[src/logic/bgp_pkg.sv]
// Constants, field layouts and carrier types of the byte port
// Overview of operation
// Eight-bit port; each bit's direction set individually by the direction register.
// Data writes load a buffer; pins update only on the selected timing edge.
// Each nibble has its own timing select field.
// Select codes: 00 clock/2, 01 timer A1, 10 timer B1, 11 timer B2.
// Without other selection, outputs update on peripheral clock divided by two.
// Each output bit may be open-drain or actively driven.
// Drive mode bit 0 drives high and low; 1 makes it open-drain.
// Upper four bits in alternate mode carry pulse channels, bit 7 channel three.
// Function bit 0 gives plain port use; 1 selects the alternate function.
// Quadrature decoder, when enabled, takes its inputs from input pins.
// Clocked serial ports use bit 1 (port C) and bit 0 (port D) as clocks.
// Internal serial clock forces its port bit to an output carrying it.
// Four port lines also serve as input-capture inputs.
// Reset clears direction so all pins are inputs; alternate functions disabled.
// Reset clears timing select bits 0, 1, 4 and 5.
// Other registers keep undefined contents across reset.
// Output bits read back their output value; input writes wait for output mode.
// Data register read returns the present state of all eight pins; the code reads output bits from their drive value.
// The port raises no interrupt requests.
// Software sets direction, then timing source, then alternate functions.
// Timer rising edges are found on mclk; transfer happens the cycle after.
package bgp_pkg;
    localparam int DW = 8;
    localparam int AW = 8;
    localparam int NIB = 4;
    localparam int TSEL_W = 2;

    localparam logic [AW-1:0] ADDR_PORT_DATA = 8'h38;
    localparam logic [AW-1:0] ADDR_TIMING_SEL = 8'h3c;
    localparam logic [AW-1:0] ADDR_ALT_FUNC = 8'h3d;
    localparam logic [AW-1:0] ADDR_DRIVE_MODE = 8'h3e;
    localparam logic [AW-1:0] ADDR_DIRECTION = 8'h3f;

    localparam int TSEL_LO_LSB = 0;
    localparam int TSEL_HI_LSB = 4;

    localparam logic [TSEL_W-1:0] TS_PCLK2 = 2'h0;
    localparam logic [TSEL_W-1:0] TS_A1 = 2'h1;
    localparam logic [TSEL_W-1:0] TS_B1 = 2'h2;
    localparam logic [TSEL_W-1:0] TS_B2 = 2'h3;

    localparam logic [DW-1:0] DIR_RST = 8'h00;
    localparam logic [TSEL_W-1:0] TSEL_RST = 2'h0;
    localparam logic [DW-1:0] AFN_RST = 8'h00;
    localparam logic [DW-1:0] OUT_RST = 8'h00;
    localparam logic [DW-1:0] OE_N_RST = 8'hff;
    localparam logic [DW-1:0] RDATA_RST = 8'h00;
    localparam logic [DW-1:0] RDATA_IDLE = 8'h00;

    localparam int PIN_SER_C = 1;
    localparam int PIN_SER_D = 0;
    localparam int TMR_A1 = 0;
    localparam int TMR_B1 = 1;
    localparam int TMR_B2 = 2;

    typedef struct packed {
        logic [AW-1:0] addr;
        logic [DW-1:0] wdata;
        logic wr;
        logic rd;
    } bgp_bus_s;

    typedef struct packed {
        logic [DW-1:0] o;
        logic [DW-1:0] oe_n;
    } bgp_pins_s;

    typedef struct packed {
        logic two_phase_a;
        logic two_phase_b;
        logic one_phase_a;
        logic one_phase_b;
    } bgp_quad_s;
endpackage : bgp_pkg

[src/logic/bgp_sync3.sv]
// Three-stage input synchroniser with agreement filter
`timescale 1ns/1ps
module bgp_sync3 #(
    parameter int W = 8
) (
    // Clock and reset
    input wire logic mclk,
    input wire logic rst,
    input wire logic ce,
    // Asynchronous input and filtered result
    input wire logic [W-1:0] d,
    output logic [W-1:0] q
);
    logic [W-1:0] s1_q;
    logic [W-1:0] s2_q;
    logic [W-1:0] s3_q;

    if (W < 1) begin : g_chk
        $error("bgp_sync3: W must be at least 1");
    end

    always_ff @(posedge mclk or posedge rst) begin
        if (rst) begin
            s1_q <= '0;
            s2_q <= '0;
            s3_q <= '0;
        end else if (ce) begin
            s1_q <= d;
            s2_q <= s1_q;
            s3_q <= s2_q;
        end
    end

    // A bit moves only once the last two stages agree
    always_ff @(posedge mclk or posedge rst) begin
        if (rst) begin
            q <= '0;
        end else if (ce) begin
            q <= (s2_q & s3_q) | (q & (s2_q | s3_q));
        end
    end
endmodule : bgp_sync3

[src/logic/bgp_port.sv]
// Byte-wide port with timed output buffers and alternate pin functions
`timescale 1ns/1ps
module bgp_port #(
    parameter int WIDTH = 8
) (
    // Clock, reset and clock enable
    input wire logic mclk,
    input wire logic rst,
    input wire logic ce,
    // Register port
    input wire bgp_pkg::bgp_bus_s bus,
    output logic [7:0] reg_rdata,
    // Timer outputs, same clock domain
    input wire logic tmr_a1,
    input wire logic tmr_b1,
    input wire logic tmr_b2,
    // Pulse-width channels, bit 3 is channel three
    input wire logic [3:0] pulse_chan,
    // Serial port C clock
    input wire logic serial_c_clocked,
    input wire logic serial_c_int_clk,
    input wire logic serial_c_clock_drive,
    output logic serial_c_clock,
    // Serial port D clock
    input wire logic serial_d_clocked,
    input wire logic serial_d_int_clk,
    input wire logic serial_d_clock_drive,
    output logic serial_d_clock,
    // Quadrature decoder
    input wire logic quad_en,
    input wire logic quad_upper,
    output bgp_pkg::bgp_quad_s quad_phase,
    // Input capture
    output logic [3:0] capture_in,
    // Pins
    input wire logic [7:0] pin_in,
    output bgp_pkg::bgp_pins_s pins
);
    logic [7:0] dir_q;
    logic [7:0] buf_q;
    logic [7:0] out_q;
    logic [7:0] afn_q;
    logic [7:0] drv_q;
    logic [1:0] tsel_lo_q;
    logic [1:0] tsel_hi_q;
    logic div_q;
    logic [2:0] tmr_now;
    logic [2:0] tmr_prev_q;
    logic [2:0] rise_q;
    logic [7:0] pin_s;
    logic tick_lo;
    logic tick_hi;
    logic [7:0] drive_val;
    logic [7:0] drive_en;
    logic [7:0] rd_val;
    logic [3:0] quad_nib;
    logic wr_data;
    logic wr_tsel;
    logic wr_afn;
    logic wr_drv;
    logic wr_dir;
    logic rd_data;
    logic buf_ok_q;

    if (WIDTH != bgp_pkg::DW) begin : g_chk
        $error("bgp_port: pin mapping is fixed to eight bits");
    end

    function automatic logic hit(input logic [7:0] a, input logic [7:0] off);
        hit = (a == off);
    endfunction : hit

    // Timing source of one nibble
    function automatic logic sel_tick(input logic [1:0] sel, input logic pclk2,
                                      input logic [2:0] rise);
        logic t;
        t = 1'b0;
        case (sel)
            bgp_pkg::TS_PCLK2: t = pclk2;
            bgp_pkg::TS_A1: t = rise[bgp_pkg::TMR_A1];
            bgp_pkg::TS_B1: t = rise[bgp_pkg::TMR_B1];
            bgp_pkg::TS_B2: t = rise[bgp_pkg::TMR_B2];
            default: t = 1'b0;
        endcase
        sel_tick = t;
    endfunction : sel_tick

    // Address decode
    assign wr_data = bus.wr && hit(bus.addr, bgp_pkg::ADDR_PORT_DATA);
    assign wr_tsel = bus.wr && hit(bus.addr, bgp_pkg::ADDR_TIMING_SEL);
    assign wr_afn = bus.wr && hit(bus.addr, bgp_pkg::ADDR_ALT_FUNC);
    assign wr_drv = bus.wr && hit(bus.addr, bgp_pkg::ADDR_DRIVE_MODE);
    assign wr_dir = bus.wr && hit(bus.addr, bgp_pkg::ADDR_DIRECTION);
    assign rd_data = bus.rd && hit(bus.addr, bgp_pkg::ADDR_PORT_DATA);

    // Pins come from outside the clock domain
    bgp_sync3 #(
        .W(WIDTH)
    ) u_sync (
        .mclk(mclk),
        .rst(rst),
        .ce(ce),
        .d(pin_in),
        .q(pin_s)
    );

    // Direction register
    always_ff @(posedge mclk or posedge rst) begin
        if (rst) begin
            dir_q <= bgp_pkg::DIR_RST;
        end else if (ce && wr_dir) begin
            dir_q <= bus.wdata;
        end
    end

    // Timing select; bits 7:6 and 3:2 are not stored
    always_ff @(posedge mclk or posedge rst) begin
        if (rst) begin
            tsel_lo_q <= bgp_pkg::TSEL_RST;
            tsel_hi_q <= bgp_pkg::TSEL_RST;
        end else if (ce && wr_tsel) begin
            tsel_lo_q <= bus.wdata[bgp_pkg::TSEL_LO_LSB +: bgp_pkg::TSEL_W];
            tsel_hi_q <= bus.wdata[bgp_pkg::TSEL_HI_LSB +: bgp_pkg::TSEL_W];
        end
    end

    // Alternate function; cleared so no pin leaves plain use at reset
    always_ff @(posedge mclk or posedge rst) begin
        if (rst) begin
            afn_q <= bgp_pkg::AFN_RST;
        end else if (ce && wr_afn) begin
            afn_q <= bus.wdata;
        end
    end

    // Drive mode and preload buffer carry no reset
    always_ff @(posedge mclk) begin
        if (ce && wr_drv) begin
            drv_q <= bus.wdata;
        end
    end

    always_ff @(posedge mclk) begin
        if (ce && wr_data) begin
            buf_q <= bus.wdata;
        end
    end

    // Buffer is unknown until first written; checks wait for that
    always_ff @(posedge mclk or posedge rst) begin
        if (rst) begin
            buf_ok_q <= 1'b0;
        end else if (ce && wr_data) begin
            buf_ok_q <= 1'b1;
        end
    end

    // Peripheral clock divided by two
    always_ff @(posedge mclk or posedge rst) begin
        if (rst) begin
            div_q <= 1'b0;
        end else if (ce) begin
            div_q <= ~div_q;
        end
    end

    // Timer edges; one cycle of latency keeps the transfer registered
    assign tmr_now = {tmr_b2, tmr_b1, tmr_a1};

    always_ff @(posedge mclk or posedge rst) begin
        if (rst) begin
            tmr_prev_q <= 3'h0;
            rise_q <= 3'h0;
        end else if (ce) begin
            tmr_prev_q <= tmr_now;
            rise_q <= tmr_now & ~tmr_prev_q;
        end
    end

    assign tick_lo = sel_tick(tsel_lo_q, div_q, rise_q);
    assign tick_hi = sel_tick(tsel_hi_q, div_q, rise_q);

    // Output register, one transfer per nibble
    always_ff @(posedge mclk or posedge rst) begin
        if (rst) begin
            out_q <= bgp_pkg::OUT_RST;
        end else if (ce) begin
            if (tick_lo) begin
                out_q[3:0] <= buf_q[3:0];
            end
            if (tick_hi) begin
                out_q[7:4] <= buf_q[7:4];
            end
        end
    end

    // Pin source and enable before drive mode
    always_comb begin
        drive_val = out_q;
        drive_en = dir_q;
        for (int i = bgp_pkg::NIB; i < bgp_pkg::DW; i++) begin
            if (afn_q[i]) begin
                drive_val[i] = pulse_chan[i - bgp_pkg::NIB];
            end
        end
        if (serial_c_clocked && serial_c_int_clk) begin
            drive_val[bgp_pkg::PIN_SER_C] = serial_c_clock_drive;
            drive_en[bgp_pkg::PIN_SER_C] = 1'b1;
        end
        if (serial_d_clocked && serial_d_int_clk) begin
            drive_val[bgp_pkg::PIN_SER_D] = serial_d_clock_drive;
            drive_en[bgp_pkg::PIN_SER_D] = 1'b1;
        end
    end

    // Open-drain bits only ever pull low
    always_ff @(posedge mclk or posedge rst) begin
        if (rst) begin
            pins.o <= bgp_pkg::OUT_RST;
            pins.oe_n <= bgp_pkg::OE_N_RST;
        end else if (ce) begin
            pins.o <= drive_val & ~drv_q;
            pins.oe_n <= ~(drive_en & ~(drv_q & drive_val));
        end
    end

    // Output bits show what is driven, input bits the pin
    assign rd_val = (drive_en & drive_val) | (~drive_en & pin_s);

    // Write-only registers and unmapped addresses read as zero
    always_ff @(posedge mclk or posedge rst) begin
        if (rst) begin
            reg_rdata <= bgp_pkg::RDATA_RST;
        end else if (ce) begin
            reg_rdata <= rd_data ? rd_val : bgp_pkg::RDATA_IDLE;
        end
    end

    // Quadrature inputs, masked to input bits
    assign quad_nib = quad_upper ? (pin_s[7:4] & ~dir_q[7:4]) : (pin_s[3:0] & ~dir_q[3:0]);

    always_ff @(posedge mclk or posedge rst) begin
        if (rst) begin
            quad_phase <= '0;
        end else if (ce) begin
            quad_phase <= quad_en ? quad_nib : 4'h0;
        end
    end

    // Received serial clocks and capture lines come straight from synchronised pins
    assign serial_c_clock = pin_s[bgp_pkg::PIN_SER_C];
    assign serial_d_clock = pin_s[bgp_pkg::PIN_SER_D];
    assign capture_in = {pin_s[7], pin_s[5], pin_s[3], pin_s[1]};
endmodule : bgp_port

[config.mk]
export PLATFORM = sky130hd
export DESIGN_NAME = bgp_port
export DESIGN_NICKNAME = d
export VERILOG_FILES = /design/src/logic/bgp_pkg.sv /design/src/logic/bgp_sync3.sv /design/src/logic/bgp_port.sv
export SDC_FILE = /design/constraint.sdc
export NUM_CORES = 1
export LEC_CHECK = 0
export ABC_AREA = 0
export BUFFER_PORTS_ARGS = -buffer_cell sky130_fd_sc_hd__buf_2
export CORE_ASPECT_RATIO = 1.5
export CORE_MARGIN = 2
export CORE_UTILIZATION = 34
export CTS_BUF_LIST = sky130_fd_sc_hd__clkbuf_4
export DETAILED_ROUTE_END_ITERATION = 12
export PLACE_DENSITY_LB_ADDON = 0.08
export REMOVE_ABC_BUFFERS = 1
export SLEW_MARGIN = 40
export SYNTH_ARGS = -nofsm -noshare
export SYNTH_HDL_FRONTEND = slang
export SYNTH_SLANG_ARGS = --single-unit
[constraint.sdc]
create_clock -name mclk -period 8.44 [get_ports mclk]
set_clock_uncertainty 0.05 [all_clocks]
set_input_delay 0.844 -clock mclk [delete_from_list [all_inputs] [get_ports mclk]]
set_output_delay 0.844 -clock mclk [all_outputs]
set_load 0.05 [all_outputs]
==> results of run 1 <==
==> worst max path at each step <==
stage | depth (start not counted) | startpoint | endpoint
detailed placement | 4 | ce | reg_rdata[5]
global placement | 3 | ce | drv_q[0]
CTS | 1 | pins[4] | pins[4]
floorplan | 1 | rst | afn_q[4]
finish | 1 | pins[4] | pins[4]
global route | 1 | pins[4] | pins[4]
==> power breakdown <==
group	switching, mW	internal (mW)	total (mW)	leakage (nW)
combinational	0.170	0.106	0.276	0.940
sequential	0.0510	0.593	0.644	1.28
clock	0.173	0.0927	0.266	0.0800
==> kinds of logic (layout without fill, tap and decap cells) <==
| group | Yosys count | count (layout) |
|---|---|---|
| other | 0 | 1 |
| flip-flops | 107 | 107 |
| XOR/XNOR | 1 | 1 |
| multiplexers | 64 | 64 |
| AO/OA/AOI/OAI | 64 | 64 |
| buffers and inverters | 41 | 121 |
| AND/OR/NAND/NOR | 77 | 77 |
==> registers in the layout, summed over array words and instances, names as in the netlist, 3 cells and up <==
register and count:
rise_q 3, u_sync.s2_q 8, reg_rdata 8, out_q 8
u_sync.q 8, drv_q 8, u_sync.s3_q 8, afn_q 4
dir_q 8, buf_q 8, tmr_prev_q 3, quad_phase 4
pins 16, u_sync.s1_q 8
==> metrics by stage <==
step	hold slack [ns]	total power, mW
finish	0.219	1.19
global route	0.181	1.26
CTS	0.183	1.21
detailed placement	0.386	0.936
global placement	0.378	0.930
floorplan	0.373	0.847
==> layout make-up <==
class	count	area, um^2
inverters	25	95.1
fillers	1303	7770
well taps	159	199
multi-input cells	206	1540
repair buffers	80	438
clock inverters	7	78.8
diodes	1	2.50
flip-flops and latches	107	2770
clock buffers	9	67.6
==> metal layers <==
layer	global-route usage, %	wire length (um)
met1	18.4	4280
met2	23.9	4800
met3	2.93	356
met4	5.70	159
met5	0	0
==> placed cells by master (no fill, tap or decap), types with 2 or more instances in the layout <==
cell type	n
nor3b_1	2
dfrtp_1	83
and2_1	4
dfstp_2	8
nand3b_1	2
buf_6	2
o21ai_0	17
o22ai_1	11
nor2b_1	6
a221oi_1	2
clkinv_2	2
nor2_1	22
mux2_2	54
a21boi_0	2
o32ai_1	6
and3_1	5
clkbuf_4	9
mux2i_1	10
a31oi_1	10
a21oi_1	16
buf_2	76
edfxtp_1	16
inv_1	24
nand2b_1	16
nand2_1	12
clkinv_4	5
==> out/results.tsv, run 1 <==
metric	value	unit
Max clock buf depth	2	
total CTS buffers	9	
Sink Count	107	
number of global-route vias before repair	2917	
Final WS setup	6.24	ns
CP Data Required Time	7.55	ns
H-tree lvl count	3	
# rows	51	
Max Fclk	455	MHz
wire length per cell	16.1	um
FF-to-FF path depth	3	
first-pass GRT wire length	15.7	mm
RD Place Congestion	0.736	
main flop type after synthesis	dfrtp_1	
Pins Over Slew Limit	0	
Critical Path End Type	output port	
Synthesis Warnings	0	
simple-gate share of the synthesized area	9.71	%
largest net degree at the start of global routing	86	
Finished Cell Area	5180	um^2
Die ar.	14200	um^2
P per Cell Area	229	nW/um^2
Synth area leader	dfrtp_1	
most frequent cell after synthesis	dfrtp_1	
VDD IR max	71.9	uV
Synth area leaders	dfrtp_1 46%, mux2_2 14%, edfxtp_1 11%	
main combinational cell family by area after synthesis	multiplexers	
CTS clock-pin slew for the worst setup and hold paths	0.17	ns
Syn-to-layout area delta	15.3	%
RSZ-0062 raised after global routing	false	
post_cts resized	0	
Core Util, Final	40.0	%
outcome	complete, no violations	
Synth Area in Adders	0	%
clk_lat worst skew	0.46	ns
antenna violations before repair	1	
GRT overflow	0	
Post-synth EDFFs	16	
Initial DRT Pass Iterations	4	
reg-to-reg slack, setup	6.88	ns
Setup Viol. Count Final	0	
Leak	2.30	nW
DR vias	2867	
Yosys top cell area share	46.2	%
worst-path fanout max	2	
critical path, cell by cell	buf_2	
Buf/Inv on CP	1	
#FFs+latches synth	107	
drt via density	4.83	
critical-path cell with the highest stage delay	dfstp_2	
origin of the critical flop-to-flop path	tsel_hi_q[1]	
CP arrival	1.30	ns
compound-gate portion of the synthesized area	8.49	%
nets	473	
overall fraction of global-route tracks in use	14.3	%
CTS tree	built	
# DRC	0	
worst-margin pin slew	0.612	ns
Die W	97.9	um
post-synthesis mux area share	15.7	%
Die Y-Extent	145	um
top cells by count, synth	83 x dfrtp_1, 54 x mux2_2, 25 x inv_1	
layout cells sized above 1	37.6	%
Worst setup SP type	flip-flop	
Port Buf Inserts	77	
CP max stage delay	0.58	ns
Synth cell types	35	
Tmin final	2.20	ns
max_cap viols	0	
Post-synth ARST share	85.0	%
clk root buf	clkbuf_4	
Synth Area in XOR/XNOR	0.195	%
Post-DP HPWL	6.70	mm
placed insts	576	
Post-Layout Cell Count	594	
Fin Setup TNS	0	ns
post-synthesis sequential area ratio	61.5	%
initial core utilization	34.7	%
iteration-0 DRC count of the detailed router	93	
post-CTS setup buffers	0	
post-route clock period utilization	26.0	%
cell area after synthesis	4500	um^2
max_slew headroom	59.2	%
crit path kind	flip-flop to output port	
final hold vios	0	
total wire length	9.59	mm
Avg Cell Area, Syn	12.7	um^2
Core Region	13000	um^2
cell count after synthesis	354	
Top delay family on crit path	flip-flops	
Ports	78	
Placed Area	5000	um^2
RR Endpoint	out_q[4]	
CTS Hold Buffers Added	0	
HP Class	input pin to async pin	
post-place setup slack	5.95	ns
Final ANT Viol Nets	0	
No activity file was read; power rests on OpenSTA's default activity.
==> inputs of run 2 (changes only) <==
==> constraint.sdc (replaced) <==
create_clock -name mclk -period 2 [get_ports mclk]
set_clock_uncertainty 0.05 [all_clocks]
set_input_delay 0.2 -clock mclk [delete_from_list [all_inputs] [get_ports mclk]]
set_output_delay 0.2 -clock mclk [all_outputs]
set_load 0.05 [all_outputs]
==> out/results.tsv, run 2 (synthesis gave the netlist of run 1 again) <==
metric	value	unit	change
post_cts resized	0		unchanged
max reg flops	16		unchanged
DR vias	2997		was 2867
GRT overflow	0		unchanged
Critical Path End Type	output port		unchanged
nets	501		was 473
first-pass GRT wire length	15.9	mm	was 15.7 mm
initial core utilization	34.7	%	unchanged
wire length per cell	15.8	um	was 16.1 um
WHS Path Cells	3		
Pwr Total	5.09	mW	was 1.19 mW
drt via density	4.82		was 4.83
crit path kind	flip-flop to output port		unchanged
max_slew headroom	66.6	%	was 59.2%
outcome	complete, no violations		unchanged
CTS tree	built		unchanged
Biggest register	pins		unchanged
total CTS buffers	9		unchanged
max_cap viols	0		unchanged
worst-margin pin slew	0.501	ns	was 0.612 ns
CP max stage delay	0.58	ns	about the same
CTS Hold Buffers Added	25		was 0
# rows	51		unchanged
HP Class	input pin to flip-flop		was input pin to async pin
most frequent cells in the layout	83 x dfrtp_1, 76 x buf_2, 54 x mux2_2		unchanged
post-route clock period utilization	76.8	%	
Buf/Inv on CP	1		unchanged
antenna violations before repair	1		unchanged
Tmin final	1.54	ns	
critical path, cell by cell	buf_2		unchanged
Pins Over Slew Limit	0		unchanged
Ports	78		unchanged
Top delay family on crit path	flip-flops		unchanged
number of global-route vias before repair	2985		was 2917
most common cell after layout, fill and taps aside	dfrtp_1		unchanged
total wire length	9.82	mm	was 9.59 mm
H-tree lvl count	3		unchanged
Setup Viol. Count Final	0		unchanged
CP Data Required Time	1.75	ns	was 7.55 ns
Die Y-Extent	145	um	unchanged
Max clock buf depth	2		unchanged
P per Cell Area	933	nW/um^2	was 229 nW/um^2
Final ANT Viol Nets	0		unchanged
iteration-0 DRC count of the detailed router	80		was 93
Syn-to-layout area delta	21.3	%	was 15.3%
FF-to-FF path depth	3		unchanged
placed insts	580		was 576
clk_lat worst skew	0.46	ns	about the same
Final WS setup	0.464	ns	was 6.24 ns
clk root buf	clkbuf_4		unchanged
post-place setup slack	0.447	ns	was 5.95 ns
layout cells sized above 1	35.9	%	was 37.6%
post-CTS setup buffers	0		unchanged
Die W	97.9	um	unchanged
Post-Layout Cell Count	622		was 594
WP depth	1		unchanged
overall fraction of global-route tracks in use	14.5	%	was 14.3%
Core Util, Final	42.1	%	was 40.0%
Finished Cell Area	5450	um^2	was 5180 um^2
Core Region	13000	um^2	unchanged
critical-path cell with the highest stage delay	dfstp_2		unchanged
Leak	2.42	nW	was 2.30 nW
final hold vios	0		unchanged
Max Fclk	651	MHz	
CTS clock-pin slew for the worst setup and hold paths	0.16	ns	was 0.17 ns
RSZ-0062 raised after global routing	false		unchanged
RD Place Congestion	0.805		was 0.736
Sink Count	107		unchanged
Die ar.	14200	um^2	unchanged
VDD IR max	424	uV	was 71.9 uV
Initial DRT Pass Iterations	4		unchanged
largest net degree at the start of global routing	92		was 86
Hold WS	0.0501	ns	was 0.219 ns
Placed Area	5050	um^2	was 5000 um^2
Fin Setup TNS	0	ns	unchanged
Port Buf Inserts	77		unchanged
# DRC	0		unchanged
worst-path fanout max	2		unchanged
Worst setup SP type	flip-flop		unchanged
CP arrival	1.29	ns	was 1.30 ns
Post-DP HPWL	6.81	mm	was 6.70 mm
[run 2: cell types whose count changed in the layout (fill, tap and decap cells not counted)]
| cell | change |
|---|---|
| clkinv_4 | -4 |
| buf_16 | -1 |
| inv_6 | +3 |
| clkbuf_4 | +1 |
| dlygate4sd3_1 | +25 |
| buf_6 | -2 |
| buf_12 | +2 |
| buf_4 | +4 |
[run 2: power by group]
| part | internal [mW] | total, mW | switching, mW |
|---|---|---|---|
| logic | 0.487 | 1.21 | 0.724 |
| registers | 2.50 | 2.72 | 0.218 |
| clock network | 0.411 | 1.15 | 0.742 |
[run 2: area by class of cell]
type                            instances  area (um^2)
Clock inverter                          6         70.1
Tap cell                              159          199
Inverter                               25         95.1
Fill cell                            1281         7500
Antenna cell                            1         2.50
Sequential cell                       107         2770
Multi-Input combinational cell        206         1540
Timing Repair Buffer                  108          708
Clock buffer                           10         75.1
[run 2: worst paths after layout]
path / startpoint / endpoint / slack [ns]
hold / removal: serial_c_clock_drive / reg_rdata[1] / 0.05
hold reg to reg: tmr_prev_q[1] / rise_q[1] / 0.41
min in group asynchronous: rst / u_sync.q[0] / 0.31
setup reg to reg: tsel_lo_q[1] / out_q[2] / 0.52
max in group asynchronous: rst / pins[5] / 1.18
setup / recovery: pins[4] / pins[4] / 0.46
[run 2: per-layer routing]
metal | wire length, um | GRT usage (%) | up-vias | share of wire (%)
met5 | 0 | 0 | - | 0
met4 | 174 | 6.14 | 0 | 1.8
met3 | 440 | 2.79 | 12 | 4.5
met2 | 4860 | 23.7 | 63 | 50
met1 | 4340 | 18.9 | 1471 | 44
li1 | - | - | 1451 | -
==> inputs of run 3 (changes only) <==
==> constraint.sdc (replaced) <==
create_clock -name mclk -period 1.43 [get_ports mclk]
set_clock_uncertainty 0.05 [all_clocks]
set_input_delay 0.143 -clock mclk [delete_from_list [all_inputs] [get_ports mclk]]
set_output_delay 0.143 -clock mclk [all_outputs]
set_load 0.05 [all_outputs]
==> out/results.tsv, run 3 (synthesis gave the netlist of run 1 again) <==
metric	value	unit	change
CP Data Required Time	1.24	ns	was 1.75 ns
Initial DRT Pass Iterations	4		unchanged
RD Place Congestion	0.748		was 0.805
Syn-to-layout area delta	28.5	%	was 21.3%
H-tree lvl count	3		unchanged
Post-DP HPWL	7.31	mm	was 6.81 mm
post-route clock period utilization	99.6	%	
crit path kind	flip-flop to output port		unchanged
RSZ-0062 raised after global routing	true		was false
Finished Cell Area	5780	um^2	was 5450 um^2
Buf/Inv on CP	1		unchanged
number of global-route vias before repair	3049		was 2985
critical-path cell with the highest stage delay	dfstp_2		unchanged
placed insts	592		was 580
Ports	78		unchanged
Top delay family on crit path	flip-flops		unchanged
antenna violations before repair	0		was 1
initial core utilization	34.7	%	unchanged
Setup Viol. Count Final	0		unchanged
most common cell after layout, fill and taps aside	dfrtp_1		unchanged
wire length per cell	15.9	um	was 15.8 um
worst-margin pin slew	0.447	ns	was 0.501 ns
final hold vios	0		unchanged
Leak	2.58	nW	was 2.42 nW
worst-path fanout max	2		unchanged
CTS tree	built		unchanged
CTS clock-pin slew for the worst setup and hold paths	0.17	ns	was 0.16 ns
Die W	97.9	um	unchanged
total wire length	10.1	mm	was 9.82 mm
max_slew headroom	70.2	%	was 66.6%
HP Class	input pin to flip-flop		unchanged
P per Cell Area	1320	nW/um^2	was 933 nW/um^2
most frequent cells in the layout	81 x dfrtp_1, 63 x buf_2, 50 x mux2_2		was 83 x dfrtp_1, 76 x buf_2, 54 x mux2_2
Biggest register	pins		unchanged
Fillers	1236		was 1281
origin of the critical flop-to-flop path	tsel_hi_q[1]		was tsel_lo_q[1]
Final ANT Viol Nets	0		unchanged
GRT overflow	0		unchanged
Worst Setup SP	pins[5]		was pins[4]
Max clock buf depth	2		unchanged
overall fraction of global-route tracks in use	14.8	%	was 14.5%
VDD IR max	705	uV	was 424 uV
clk root buf	clkbuf_4		unchanged
# rows	51		unchanged
Worst setup SP type	flip-flop		unchanged
iteration-0 DRC count of the detailed router	139		was 80
CP arrival	1.23	ns	was 1.29 ns
total CTS buffers	9		unchanged
Die ar.	14200	um^2	unchanged
clk_lat worst skew	0.48	ns	was 0.46 ns
# DRC	0		unchanged
DR vias	3083		was 2997
largest net degree at the start of global routing	40		was 92
critical path, cell by cell	buf_8		was buf_2
Sink Count	107		unchanged
drt via density	4.84		was 4.82
max reg flops	16		unchanged
Critical Path End Type	output port		unchanged
Port Buf Inserts	77		unchanged
max_cap viols	0		unchanged
CP max stage delay	0.60	ns	was 0.58 ns
Max Fclk	702	MHz	
outcome	complete, no violations		unchanged
Tmin final	1.42	ns	
layout cells sized above 1	37.9	%	was 35.9%
Die Y-Extent	145	um	unchanged
Placed Area	5190	um^2	was 5050 um^2
ant diodes	0		was 1
nets	517		was 501
HP Start	ce		was serial_c_clock_drive
Post-Layout Cell Count	637		was 622
Pins Over Slew Limit	0		unchanged
first-pass GRT wire length	16.1	mm	was 15.9 mm
Core Region	13000	um^2	unchanged
run 3: final timing paths:
check	end	slack [ns]	cells after the start
worst max-delay path	pins[5]	0.005	1
worst min register to register	rise_q[1]	0.40	1
min in group asynchronous	tsel_hi_q[0]	0.14	3
worst max register to register	out_q[4]	0.04	4
worst min-delay path	u_sync.s2_q[3]	0.02	3
max in group asynchronous	pins[3]	0.57	4
run 3: per-layer routing:
| layer | GRT usage (%) | routed length, um | share of wire (%) |
|---|---|---|---|
| met4 | 4.68 | 132 | 1.3 |
| met2 | 25.2 | 5080 | 50 |
| met3 | 2.98 | 414 | 4.1 |
| met5 | 0 | 0 | 0 |
| met1 | 19.1 | 4520 | 45 |
run 3: power by group:
part	switching, mW	internal [mW]	total [mW]
clock network	1.05	0.897	1.95
logic	1.04	0.813	1.85
registers	0.315	3.51	3.82
run 3: timing repair:
| item | CTS | global route |
|---|---|---|
| pin swaps | 0 | 1 |
| setup endpoints to repair | 13 | 17 |
| hold endpoints to repair | 140 | 0 |
| buffers inserted | 0 | 1 |
| gates cloned | 0 | 0 |
| hold buffers | 28 | 0 |
| gates resized for setup | 26 | 8 |
run 3: worst register-to-register path: stages, from the launching register on:
cell,delay [ns]
dfrtp_1,0.45
mux2i_1,0.13
o22ai_1,0.17
buf_4,0.17
mux2_2,0.33
run 3: final cells by class:
type	instances	area, um^2	share of cell area [%]
clock buffers	9	67.6	1.17
clock inverters	7	124	2.14
inverters	25	95.1	1.65
multi-input cells	206	1550	26.8
flip-flops and latches	107	2770	47.9
well taps	159	199	3.44
repair buffers	124	975	16.9
run 3: through the flow:
step | setup WS, ns | hold slack [ns] | total power, mW | setup TNS, ns | utilization, %
floorplan | -1.11 | 0.155 | 5.00 | -96.70 | -
global placement | 0.0121 | 0.115 | 5.58 | 0 | 40.1
detailed placement | -0.000116 | 0.120 | 5.61 | -0.000116 | 40.1
CTS | -0.0395 | 0.00140 | 7.68 | -0.138 | 44.4
global route | -0.0548 | 0.0127 | 8.02 | -0.358 | 44.6
finish | 0.00522 | 0.0239 | 7.62 | 0 | 44.6
